==> src/core/eanp_regs.svh <==
`ifndef EANP_REGS_SVH
`define EANP_REGS_SVH

// ----------------------------------------------------------------
// register indices (byte address is four times the index)
// ----------------------------------------------------------------
`define EANP_IDX_P1_STATUS 10'h0e4
`define EANP_IDX_P1_RECOVERY 10'h0e6
`define EANP_IDX_BUF_LPI_CTRL 10'h0e7
`define EANP_IDX_P2_NP_TX 10'h0e8
`define EANP_IDX_P2_NP_STAGE 10'h0f0
`define EANP_IDX_IRQ_STATUS 10'h0f1
`define EANP_IDX_IRQ_MASK 10'h0f2

// ----------------------------------------------------------------
// field positions
// ----------------------------------------------------------------
`define EANP_ST_NP_ABLE 2
`define EANP_ST_PAGE_RX 1
`define EANP_ST_LP_AN_ABLE 0
`define EANP_BL_TRAFFIC_EN 7
`define EANP_NP_MORE 15
`define EANP_NP_MSG 13
`define EANP_NP_COMPLY 12
`define EANP_NP_TOGGLE 11
`define EANP_IRQ_PAGE 0
`define EANP_IRQ_BUF 1
`define EANP_IRQ_TRAFFIC 2

// ----------------------------------------------------------------
// reset values
// ----------------------------------------------------------------
`define EANP_RST_RECOVERY 8'h27
`define EANP_RST_BUF_LIMIT 6'h08
`define EANP_RST_NP_STAGE 16'h2001
`define EANP_RST_IRQ_MASK 3'h0

// ----------------------------------------------------------------
// timing: one recovery count is 640 ns, clock period 5 ns
// ----------------------------------------------------------------
`define EANP_RECOV_UNIT_PS 640000
`define EANP_CLK_PERIOD_PS 5000
`define EANP_RECOV_UNIT_CYC ((`EANP_RECOV_UNIT_PS + `EANP_CLK_PERIOD_PS - 1) / `EANP_CLK_PERIOD_PS)

`endif

==> src/core/eanp_pkg.sv <==
package eanp_pkg;
  localparam int EANP_NPORT = 3;
  typedef enum logic [1:0] {
    LS_IDLE,
    LS_LPI,
    LS_RECOVER
  } eanp_lpi_state_e;
  typedef logic [6:0] eanp_usage_t;
endpackage

==> src/core/eanp_lpi_if.sv <==
`timescale 1ns/1ps
interface eanp_lpi_if;
  import eanp_pkg::*;
  logic [7:0] recovery;
  logic traffic_en;
  logic [5:0] buf_limit;
  logic fiber;
  logic lpi_req;
  logic traffic;
  eanp_usage_t usage [EANP_NPORT];
  logic lpi_active;
  logic tx_hold;
  logic [EANP_NPORT-1:0] terminate;
  logic buf_evt;
  logic traffic_evt;
  modport regs (output recovery, traffic_en, buf_limit, fiber, lpi_req, traffic, usage,
                input lpi_active, tx_hold, terminate, buf_evt, traffic_evt);
  modport ctrl (input recovery, traffic_en, buf_limit, fiber, lpi_req, traffic, usage,
                output lpi_active, tx_hold, terminate, buf_evt, traffic_evt);
endinterface

==> src/core/eanp_lpi_ctrl.sv <==
`timescale 1ns/1ps
`include "eanp_regs.svh"
module eanp_lpi_ctrl
  import eanp_pkg::*;
(
  input wire logic sys_clk,
  input wire logic rst,
  eanp_lpi_if.ctrl lk
);
  localparam logic [14:0] UNIT_CYC = 15'(`EANP_RECOV_UNIT_CYC);

  // ----------------------------------------------------------------
  // withdrawal causes
  // ----------------------------------------------------------------
  logic [EANP_NPORT-1:0] over;
  genvar gi;
  generate
    for (gi = 0; gi < EANP_NPORT; gi++) begin : g_port
      // usage counts 512-byte units, same unit as the limit
      assign over[gi] = lk.usage[gi] > {1'b0, lk.buf_limit};
    end
  endgenerate

  wire traffic_stop = lk.traffic_en & lk.traffic;
  wire buf_stop = |over;
  wire withdraw = traffic_stop | buf_stop;

  // ----------------------------------------------------------------
  // lpi state and recovery wait
  // ----------------------------------------------------------------
  eanp_lpi_state_e state, next_state;
  logic [14:0] count, next_count;
  wire [14:0] wait_cyc = 15'(lk.recovery * UNIT_CYC);
  wire leave_lpi = ~lk.lpi_req | lk.fiber | withdraw;

  always_comb begin
    next_state = state;
    next_count = count;
    unique case (state)
      LS_IDLE: begin
        // fiber ports never enter low-power idle
        if (lk.lpi_req & ~lk.fiber & ~withdraw) begin
          next_state = LS_LPI;
        end
      end
      LS_LPI: begin
        if (leave_lpi) begin
          next_count = wait_cyc;
          next_state = (wait_cyc == 15'h0000) ? LS_IDLE : LS_RECOVER;
        end
      end
      LS_RECOVER: begin
        next_count = count - 15'h0001;
        if (count == 15'h0001) begin
          next_state = LS_IDLE;
        end
      end
    endcase
  end

  always_ff @(posedge sys_clk or posedge rst) begin
    if (rst) begin
      state <= LS_IDLE;
      count <= 15'h0000;
      lk.lpi_active <= 1'b0;
      lk.tx_hold <= 1'b0;
      lk.terminate <= '0;
      lk.buf_evt <= 1'b0;
      lk.traffic_evt <= 1'b0;
    end else begin
      state <= next_state;
      count <= next_count;
      lk.lpi_active <= (next_state == LS_LPI);
      lk.tx_hold <= (next_state == LS_RECOVER);
      lk.terminate <= (state == LS_LPI) ? over : '0;
      lk.buf_evt <= (state == LS_LPI) & buf_stop;
      lk.traffic_evt <= (state == LS_LPI) & traffic_stop;
    end
  end
endmodule

==> src/core/eanp_regs_top.sv <==
// Functional notes
// status bit 2 reads 1 when the local port can exchange next pages, read-only.
// status bit 1 latches high when a new page arrives from the partner and holds until cleared.
// reading the status register clears the page flag unless a page arrives in that same cycle.
// status bit 0 shows, read-only, whether the partner can auto-negotiate.
// the 8-bit recovery field, reset 0x27, holds transmit off for its value times 640 ns after low-power idle.
// software should program the recovery field with the larger of the local and remote recovery times.
// with control bit 7 set, detected input traffic withdraws a pending low-power request; cleared, it does not.
// control bits 5..0, reset 0x08, are a per-port buffer limit in 512-byte units that ends idle when exceeded.
// codeword bit 15 is 1 when more next pages follow and 0 on the last page.
// codeword bit 13 marks a message page (1) or unformatted page (0) and resets to 1.
// codeword bit 12 is 1 when the device can comply with the received message.
// codeword bit 11 toggles per exchanged page and starts as the inverse of base page bit 11.
// codeword bits 10..0 carry the message or unformatted code, reset 0x001.
// low-power idle never operates on a port set to fiber mode.
//
// Register access over AHB-Lite was left to the implementer.
`timescale 1ns/1ps
`include "eanp_regs.svh"
module eanp_regs_top
  import eanp_pkg::*;
(
  input wire logic sys_clk,
  input wire logic rst,
  input wire logic hsel,
  input wire logic [31:0] haddr,
  input wire logic [1:0] htrans,
  input wire logic hwrite,
  input wire logic [2:0] hsize,
  input wire logic [31:0] hwdata,
  input wire logic hready,
  output logic hreadyout,
  output logic hresp,
  output logic [31:0] hrdata,
  input wire logic local_np_able,
  input wire logic partner_an_able,
  input wire logic page_rx,
  input wire logic fiber_mode_pin,
  input wire logic lpi_req,
  input wire logic input_traffic,
  input wire logic [EANP_NPORT*7-1:0] buf_usage,
  input wire logic np_base_load,
  input wire logic np_base_toggle,
  input wire logic np_page_sent,
  output logic lpi_active,
  output logic tx_hold,
  output logic [EANP_NPORT-1:0] lpi_terminate,
  output logic [15:0] np_codeword,
  output logic irq
);
  // ----------------------------------------------------------------
  // fiber strap synchroniser
  // ----------------------------------------------------------------
  logic fib_s1, fib_s2, fib_s3, fiber;
  always_ff @(posedge sys_clk or posedge rst) begin
    if (rst) begin
      fib_s1 <= 1'b0;
      fib_s2 <= 1'b0;
      fib_s3 <= 1'b0;
      fiber <= 1'b0;
    end else begin
      fib_s1 <= fiber_mode_pin;
      fib_s2 <= fib_s1;
      fib_s3 <= fib_s2;
      // a change is taken only once two stages agree
      if (fib_s2 == fib_s3) begin
        fiber <= fib_s3;
      end
    end
  end

  // ----------------------------------------------------------------
  // lpi controller
  // ----------------------------------------------------------------
  eanp_lpi_if lk ();
  logic [7:0] recovery;
  logic traffic_en;
  logic [5:0] buf_limit;

  assign lk.recovery = recovery;
  assign lk.traffic_en = traffic_en;
  assign lk.buf_limit = buf_limit;
  assign lk.fiber = fiber;
  assign lk.lpi_req = lpi_req;
  assign lk.traffic = input_traffic;
  genvar gi;
  generate
    for (gi = 0; gi < EANP_NPORT; gi++) begin : g_use
      assign lk.usage[gi] = buf_usage[gi*7 +: 7];
    end
  endgenerate

  eanp_lpi_ctrl u_ctrl (
    .sys_clk(sys_clk),
    .rst(rst),
    .lk(lk)
  );

  assign lpi_active = lk.lpi_active;
  assign tx_hold = lk.tx_hold;
  assign lpi_terminate = lk.terminate;

  // ----------------------------------------------------------------
  // bus decode
  // ----------------------------------------------------------------
  wire take = hsel & htrans[1] & hready;
  wire take_rd = take & ~hwrite;
  wire take_wr = take & hwrite;
  logic wr_pend, rd_pend;
  logic [9:0] wr_idx, rd_idx;

  wire hit_status_rd = rd_pend & (rd_idx == `EANP_IDX_P1_STATUS);
  wire hit_irq_rd = rd_pend & (rd_idx == `EANP_IDX_IRQ_STATUS);
  wire wr_recovery = wr_pend & (wr_idx == `EANP_IDX_P1_RECOVERY);
  wire wr_bufctl = wr_pend & (wr_idx == `EANP_IDX_BUF_LPI_CTRL);
  wire wr_stage = wr_pend & (wr_idx == `EANP_IDX_P2_NP_STAGE);
  wire wr_mask = wr_pend & (wr_idx == `EANP_IDX_IRQ_MASK);
  wire upper_zero = (haddr[31:12] == 20'h00000);

  always_ff @(posedge sys_clk or posedge rst) begin
    if (rst) begin
      wr_pend <= 1'b0;
      rd_pend <= 1'b0;
      wr_idx <= 10'h000;
      rd_idx <= 10'h000;
    end else begin
      wr_pend <= take_wr;
      rd_pend <= take_rd;
      // out-of-window addresses decode to an unused index
      if (take) begin
        wr_idx <= upper_zero ? haddr[11:2] : 10'h3ff;
        rd_idx <= upper_zero ? haddr[11:2] : 10'h3ff;
      end
    end
  end

  // ----------------------------------------------------------------
  // software registers
  // ----------------------------------------------------------------
  logic [15:0] np_stage;
  logic [2:0] irq_mask;
  always_ff @(posedge sys_clk or posedge rst) begin
    if (rst) begin
      recovery <= `EANP_RST_RECOVERY;
      traffic_en <= 1'b0;
      buf_limit <= `EANP_RST_BUF_LIMIT;
      np_stage <= `EANP_RST_NP_STAGE;
      irq_mask <= `EANP_RST_IRQ_MASK;
    end else begin
      if (wr_recovery) begin
        recovery <= hwdata[7:0];
      end
      if (wr_bufctl) begin
        traffic_en <= hwdata[`EANP_BL_TRAFFIC_EN];
        buf_limit <= hwdata[5:0];
      end
      if (wr_stage) begin
        np_stage <= hwdata[15:0];
      end
      if (wr_mask) begin
        irq_mask <= hwdata[2:0];
      end
    end
  end

  // ----------------------------------------------------------------
  // next-page toggle and codeword
  // ----------------------------------------------------------------
  logic np_toggle;
  always_ff @(posedge sys_clk or posedge rst) begin
    if (rst) begin
      np_toggle <= 1'b0;
    end else if (np_base_load) begin
      np_toggle <= ~np_base_toggle;
    end else if (np_page_sent) begin
      np_toggle <= ~np_toggle;
    end
  end

  wire [15:0] np_word = {np_stage[`EANP_NP_MORE], 1'b0, np_stage[`EANP_NP_MSG],
                         np_stage[`EANP_NP_COMPLY], np_toggle, np_stage[10:0]};

  always_ff @(posedge sys_clk or posedge rst) begin
    if (rst) begin
      np_codeword <= 16'h0000;
    end else begin
      np_codeword <= np_word;
    end
  end

  // ----------------------------------------------------------------
  // page flag and sticky events
  // ----------------------------------------------------------------
  logic page_flag;
  logic [2:0] irq_status;
  logic rd_wait;
  wire rd_now = rd_pend & ~rd_wait;
  wire [2:0] irq_set = {lk.traffic_evt, lk.buf_evt, page_rx};

  always_ff @(posedge sys_clk or posedge rst) begin
    if (rst) begin
      page_flag <= 1'b0;
    end else if (page_rx) begin
      page_flag <= 1'b1;
    end else if (hit_status_rd & rd_now) begin
      page_flag <= 1'b0;
    end
  end

  // set wins over the read clear
  wire [2:0] next_irq_status = irq_set | ((hit_irq_rd & rd_now) ? 3'h0 : irq_status);

  always_ff @(posedge sys_clk or posedge rst) begin
    if (rst) begin
      irq_status <= 3'h0;
      irq <= 1'b0;
    end else begin
      irq_status <= next_irq_status;
      irq <= |(next_irq_status & irq_mask);
    end
  end

  // ----------------------------------------------------------------
  // read mux and answer
  // ----------------------------------------------------------------
  wire [15:0] status_word = {13'h0000, local_np_able, page_flag, partner_an_able};
  logic [31:0] rd_mux;
  always_comb begin
    unique case (rd_idx)
      `EANP_IDX_P1_STATUS: rd_mux = {16'h0000, status_word};
      `EANP_IDX_P1_RECOVERY: rd_mux = {24'h000000, recovery};
      `EANP_IDX_BUF_LPI_CTRL: rd_mux = {24'h000000, traffic_en, 1'b0, buf_limit};
      `EANP_IDX_P2_NP_TX: rd_mux = {16'h0000, np_word};
      `EANP_IDX_P2_NP_STAGE: rd_mux = {16'h0000, np_stage};
      `EANP_IDX_IRQ_STATUS: rd_mux = {29'h00000000, irq_status};
      `EANP_IDX_IRQ_MASK: rd_mux = {29'h00000000, irq_mask};
      default: rd_mux = 32'h00000000;
    endcase
  end

  // reads take one wait state so the data reflect any write just before
  always_ff @(posedge sys_clk or posedge rst) begin
    if (rst) begin
      rd_wait <= 1'b0;
      hreadyout <= 1'b1;
      hresp <= 1'b0;
      hrdata <= 32'h00000000;
    end else begin
      rd_wait <= rd_now;
      hreadyout <= ~take_rd;
      hresp <= 1'b0;
      if (rd_now) begin
        hrdata <= rd_mux;
      end
    end
  end
endmodule

==> config.mk <==
export PLATFORM = sky130hd
export DESIGN_NAME = eanp_regs_top
export DESIGN_NICKNAME = d
export VERILOG_FILES = /design/src/core/eanp_pkg.sv /design/src/core/eanp_lpi_if.sv /design/src/core/eanp_lpi_ctrl.sv /design/src/core/eanp_regs_top.sv
export VERILOG_INCLUDE_DIRS = /design/src /design/src/core
export SDC_FILE = /design/constraint.sdc
export NUM_CORES = 1
export LEC_CHECK = 0
export ABC_AREA = 1
export BUFFER_PORTS_ARGS = -buffer_cell sky130_fd_sc_hd__buf_2
export CORE_ASPECT_RATIO = 1.2
export CORE_UTILIZATION = 32
export CTS_CLUSTER_SIZE = 28
export DETAILED_ROUTE_END_ITERATION = 8
export SLEW_MARGIN = 0
export SYNTH_ARGS = -nofsm -noshare
export SYNTH_HDL_FRONTEND = slang
export SYNTH_SLANG_ARGS = --single-unit
==> constraint.sdc <==
create_clock -name sys_clk -period 4.5 [get_ports sys_clk]
set_input_delay 0.9 -clock sys_clk [delete_from_list [all_inputs] [get_ports sys_clk]]
set_output_delay 0.9 -clock sys_clk [all_outputs]
set_load 0.03 [all_outputs]
==> flow_metrics.py <==
metrics = {
    "synth": {
        "synth_edf_count": 0,
        "ys_seq_area_frac": 0.510,
        "synth-async-reset-ratio": 1.00,
        "syn_area_mm2": 0.00556,
        "synth_warnings": 0,
        "yosys_register_bits": 113,
        "synth-main-ff-cell": "dfrtp_1",
        "avgSynthCellArea_um2": 8.97,
        "synth.distinct_cells": 45,
        "syn_inst": 620,
    },
    "place": {
        "place_ws_ps": 1770,
        "placed_cells": 944,
        "gp_congestion": 0.840,
        "dp_hpwl_um": 9500,
        "portBuffers": 119,
    },
    "power": {
        "p_clk_frac": 0.386,
        "p_leak_uw": 0.00366,
        "p_switching_uw": 1020,
        "pwr-share-seq": 0.386,
        "intPower_uw": 2140,
        "power_density_mw_per_mm2": 461,
        "p_comb_frac": 0.227,
        "netSwitchingFraction": 0.323,
        "ir_drop_v": 0.000269,
        "total_power_uw": 3160,
    },
    "worst_hold_path": {
        "hp-class": "reg2reg",
        "hold_start": "fib_s1$_DFF_PP0_",
    },
    "floorplan": {
        "rows": 52,
        "fp.dieArea_mm2": 0.0179,
        "pin_count": 160,
        "start_util": 0.329,
        "die_x_um": 122,
        "coreArea_mm2": 0.0169,
        "die_h_um": 146,
    },
    "clock_tree": {
        "cts_max_level": 4,
        "cts_tree": "built",
        "cts_setup_buffers": 0,
        "cts_inserted_buffers": 17,
        "cts.path.max_buffers": 2,
        "clock_latency_ps": 410,
        "clock-sinks": 113,
        "post_cts_resized": 0,
        "ctsHoldBuffers": 0,
        "clk_pin_slew_ps": 50,
        "clockRootBuffer": "clkbuf_16",
    },
    "sta": {
        "rsz0062_at_grt": "false",
        "slew_headroom": 0.345,
        "setup_tns_ps": 0,
        "finalSetupViolations": 0,
        "finalMaxSlewViolations": 0,
        "fin_hold_ws_ps": 347,
        "clock_skew_ps": 7.61,
        "hold_viol": 0,
        "fmax_mhz": 435,
        "tightest_slew_ps": 982,
        "setup_slack_ps": 2200,
        "timing.final.crit_share": 0.511,
        "layout_min_cycle_time_ps": 2300,
    },
    "drt": {
        "vias": 4371,
        "dr.pass1.iters": 4,
        "viasPerCell": 4.47,
        "ant_nets": 0,
        "drt_iter0_markers": 165,
        "wl_per_cell_um": 13.0,
        "post-route-drc-count": 0,
        "wirelength_um": 12700,
    },
    "cells_and_area": {
        "syn_to_final_growth_pct": 23.3,
        "drive_above_1_share": 0.279,
        "fin_nets": 873,
        "instances_no_fill": 978,
    },
    "global_route": {
        "grt_pass1_vias": 4433,
        "grt_pass1_wl_um": 21200,
        "grt_max_degree": 79,
        "antenna_found_initial": 2,
        "grtUsageTotal": 0.156,
        "grt_overflow": 0,
    },
    "worst_setup_path": {
        "r2r_start": "buf_limit[3]$_DFFE_PP1P_",
        "crit_required_ps": 4790,
        "arrival_ps": 2590,
        "cp-start-kind": "flop",
        "startpoint": "buf_limit[3]$_DFFE_PP1P_",
        "critPathMaxFanout": 22,
        "crit_type": "reg2reg",
        "cp-end-kind": "flop",
    },
    "run": {
        "cap_violations": 0,
    },
    "run_status": {
        "status": "finished clean",
    },
}
==> sequential cells by signal, summed over array words and instances, names as in the netlist, 2 cells and up <==
name	cells
np_codeword	15
u_ctrl.count	15
lk.recovery	8
hrdata	16
irq_status	3
u_ctrl.lk.terminate	3
buf_limit	6
rd_idx	10
u_ctrl.state	2
irq_mask	3
np_stage	16
==> power by group through the flow <==
stage	Sequential [uW]	Combinational, uW	Clock [uW]
floorplan	1240	590	0
global route	1240	821	1300
detailed placement	1240	728	0
finish	1220	718	1220
CTS	1220	728	1260
global placement	1240	712	0
==> kinds of logic (layout without fill, tap and decap cells) <==
kind of cell / Yosys count / after routing / share of synthesized area
XOR/XNOR: 9 / 9 / 0.0142
other: 1 / 20 / 0.000674
multiplexers: 9 / 9 / 0.0207
adder cells (fa/ha/maj): 23 / 23 / 0.0513
buffers and inverters: 109 / 232 / 0.0914
flip-flops: 113 / 113 / 0.510
AND/OR/NAND/NOR: 256 / 256 / 0.206
AO/OA/AOI/OAI: 100 / 100 / 0.105
==> layer usage <==
metal | wire [um] | track usage | vias to the layer above
met5 | 0 | 0 | -
met4 | 243 | 0.0634 | 0
met3 | 467 | 0.0391 | 20
met2 | 6590 | 0.271 | 91
met1 | 5420 | 0.180 | 2022
li1 | - | - | 2238
==> worst paths after layout <==
check                                               endpoint  slack [ps]  cells after the start
worst max-delay path            u_ctrl.count[11]$_DFFE_PP0P_        2200                     13
worst min-delay path                        fib_s2$_DFF_PP0_         350                      0
worst max register to register  u_ctrl.count[11]$_DFFE_PP0P_        2200                     13
worst min register to register              fib_s2$_DFF_PP0_         350                      0
max in group asynchronous         lk.recovery[0]$_DFFE_PP1P_        2880                      3
min in group asynchronous           np_codeword[4]$_DFF_PP0_         710                      2
==> synth_stat cells (9+ instances only) <==
master,n,area (um2)
nand2_2,13,81.3
buf_4,19,143
o21ai_0,41,205
nand4_1,10,62.6
o21ai_2,9,78.8
nand3_1,31,155
inv_1,72,270
o21ai_1,21,105
a21oi_1,13,65.1
nor2_1,36,135
dfrtp_1,105,2630
ha_1,22,275
nand2_1,141,529
==> through the flow <==
stage,utilization,area [um2]
floorplan,-,5620
global placement,0.373,6300
detailed placement,0.373,6300
CTS,0.405,6850
global route,0.405,6850
finish,0.405,6850
==> placed cells by master (no fill, tap or decap), drive strengths merged, types with 4 or more instances in the layout <==
cell	instances
mux2	8
conb	18
o22ai	6
nand2	154
nor2	40
inv	78
nand3	33
dfrtp	105
nand4	10
xor2	7
o21ai	72
a21oi	15
nor4	6
or2	4
clkinvlp	7
ha	22
nor3	6
clkbuf	17
dfstp	8
buf	122
clkinv	7
==> layout make-up <==
type	count	area, um2
tap	216	270
clock inverter	15	121
timing repair buffer	122	618
clock buffer	17	425
sequential	113	2840
fill	1746	10100
antenna	2	5.00
multi-input combinational	415	2280
inverter	78	298
==> worst max-delay path, cell delays in order, from the launching register on <==
cell     delay, ps
dfstp_2        530
inv_1          110
ha_1           290
nand2_1         50
nor2_1         140
nand4_1        100
nand2_1        150
nand2_2         90
nor2_4         100
nand3_2        110
o21ai_4        140
inv_4          190
nand2_1        110
o21ai_2         50
Note: power is estimated with default switching activity, not from simulation.
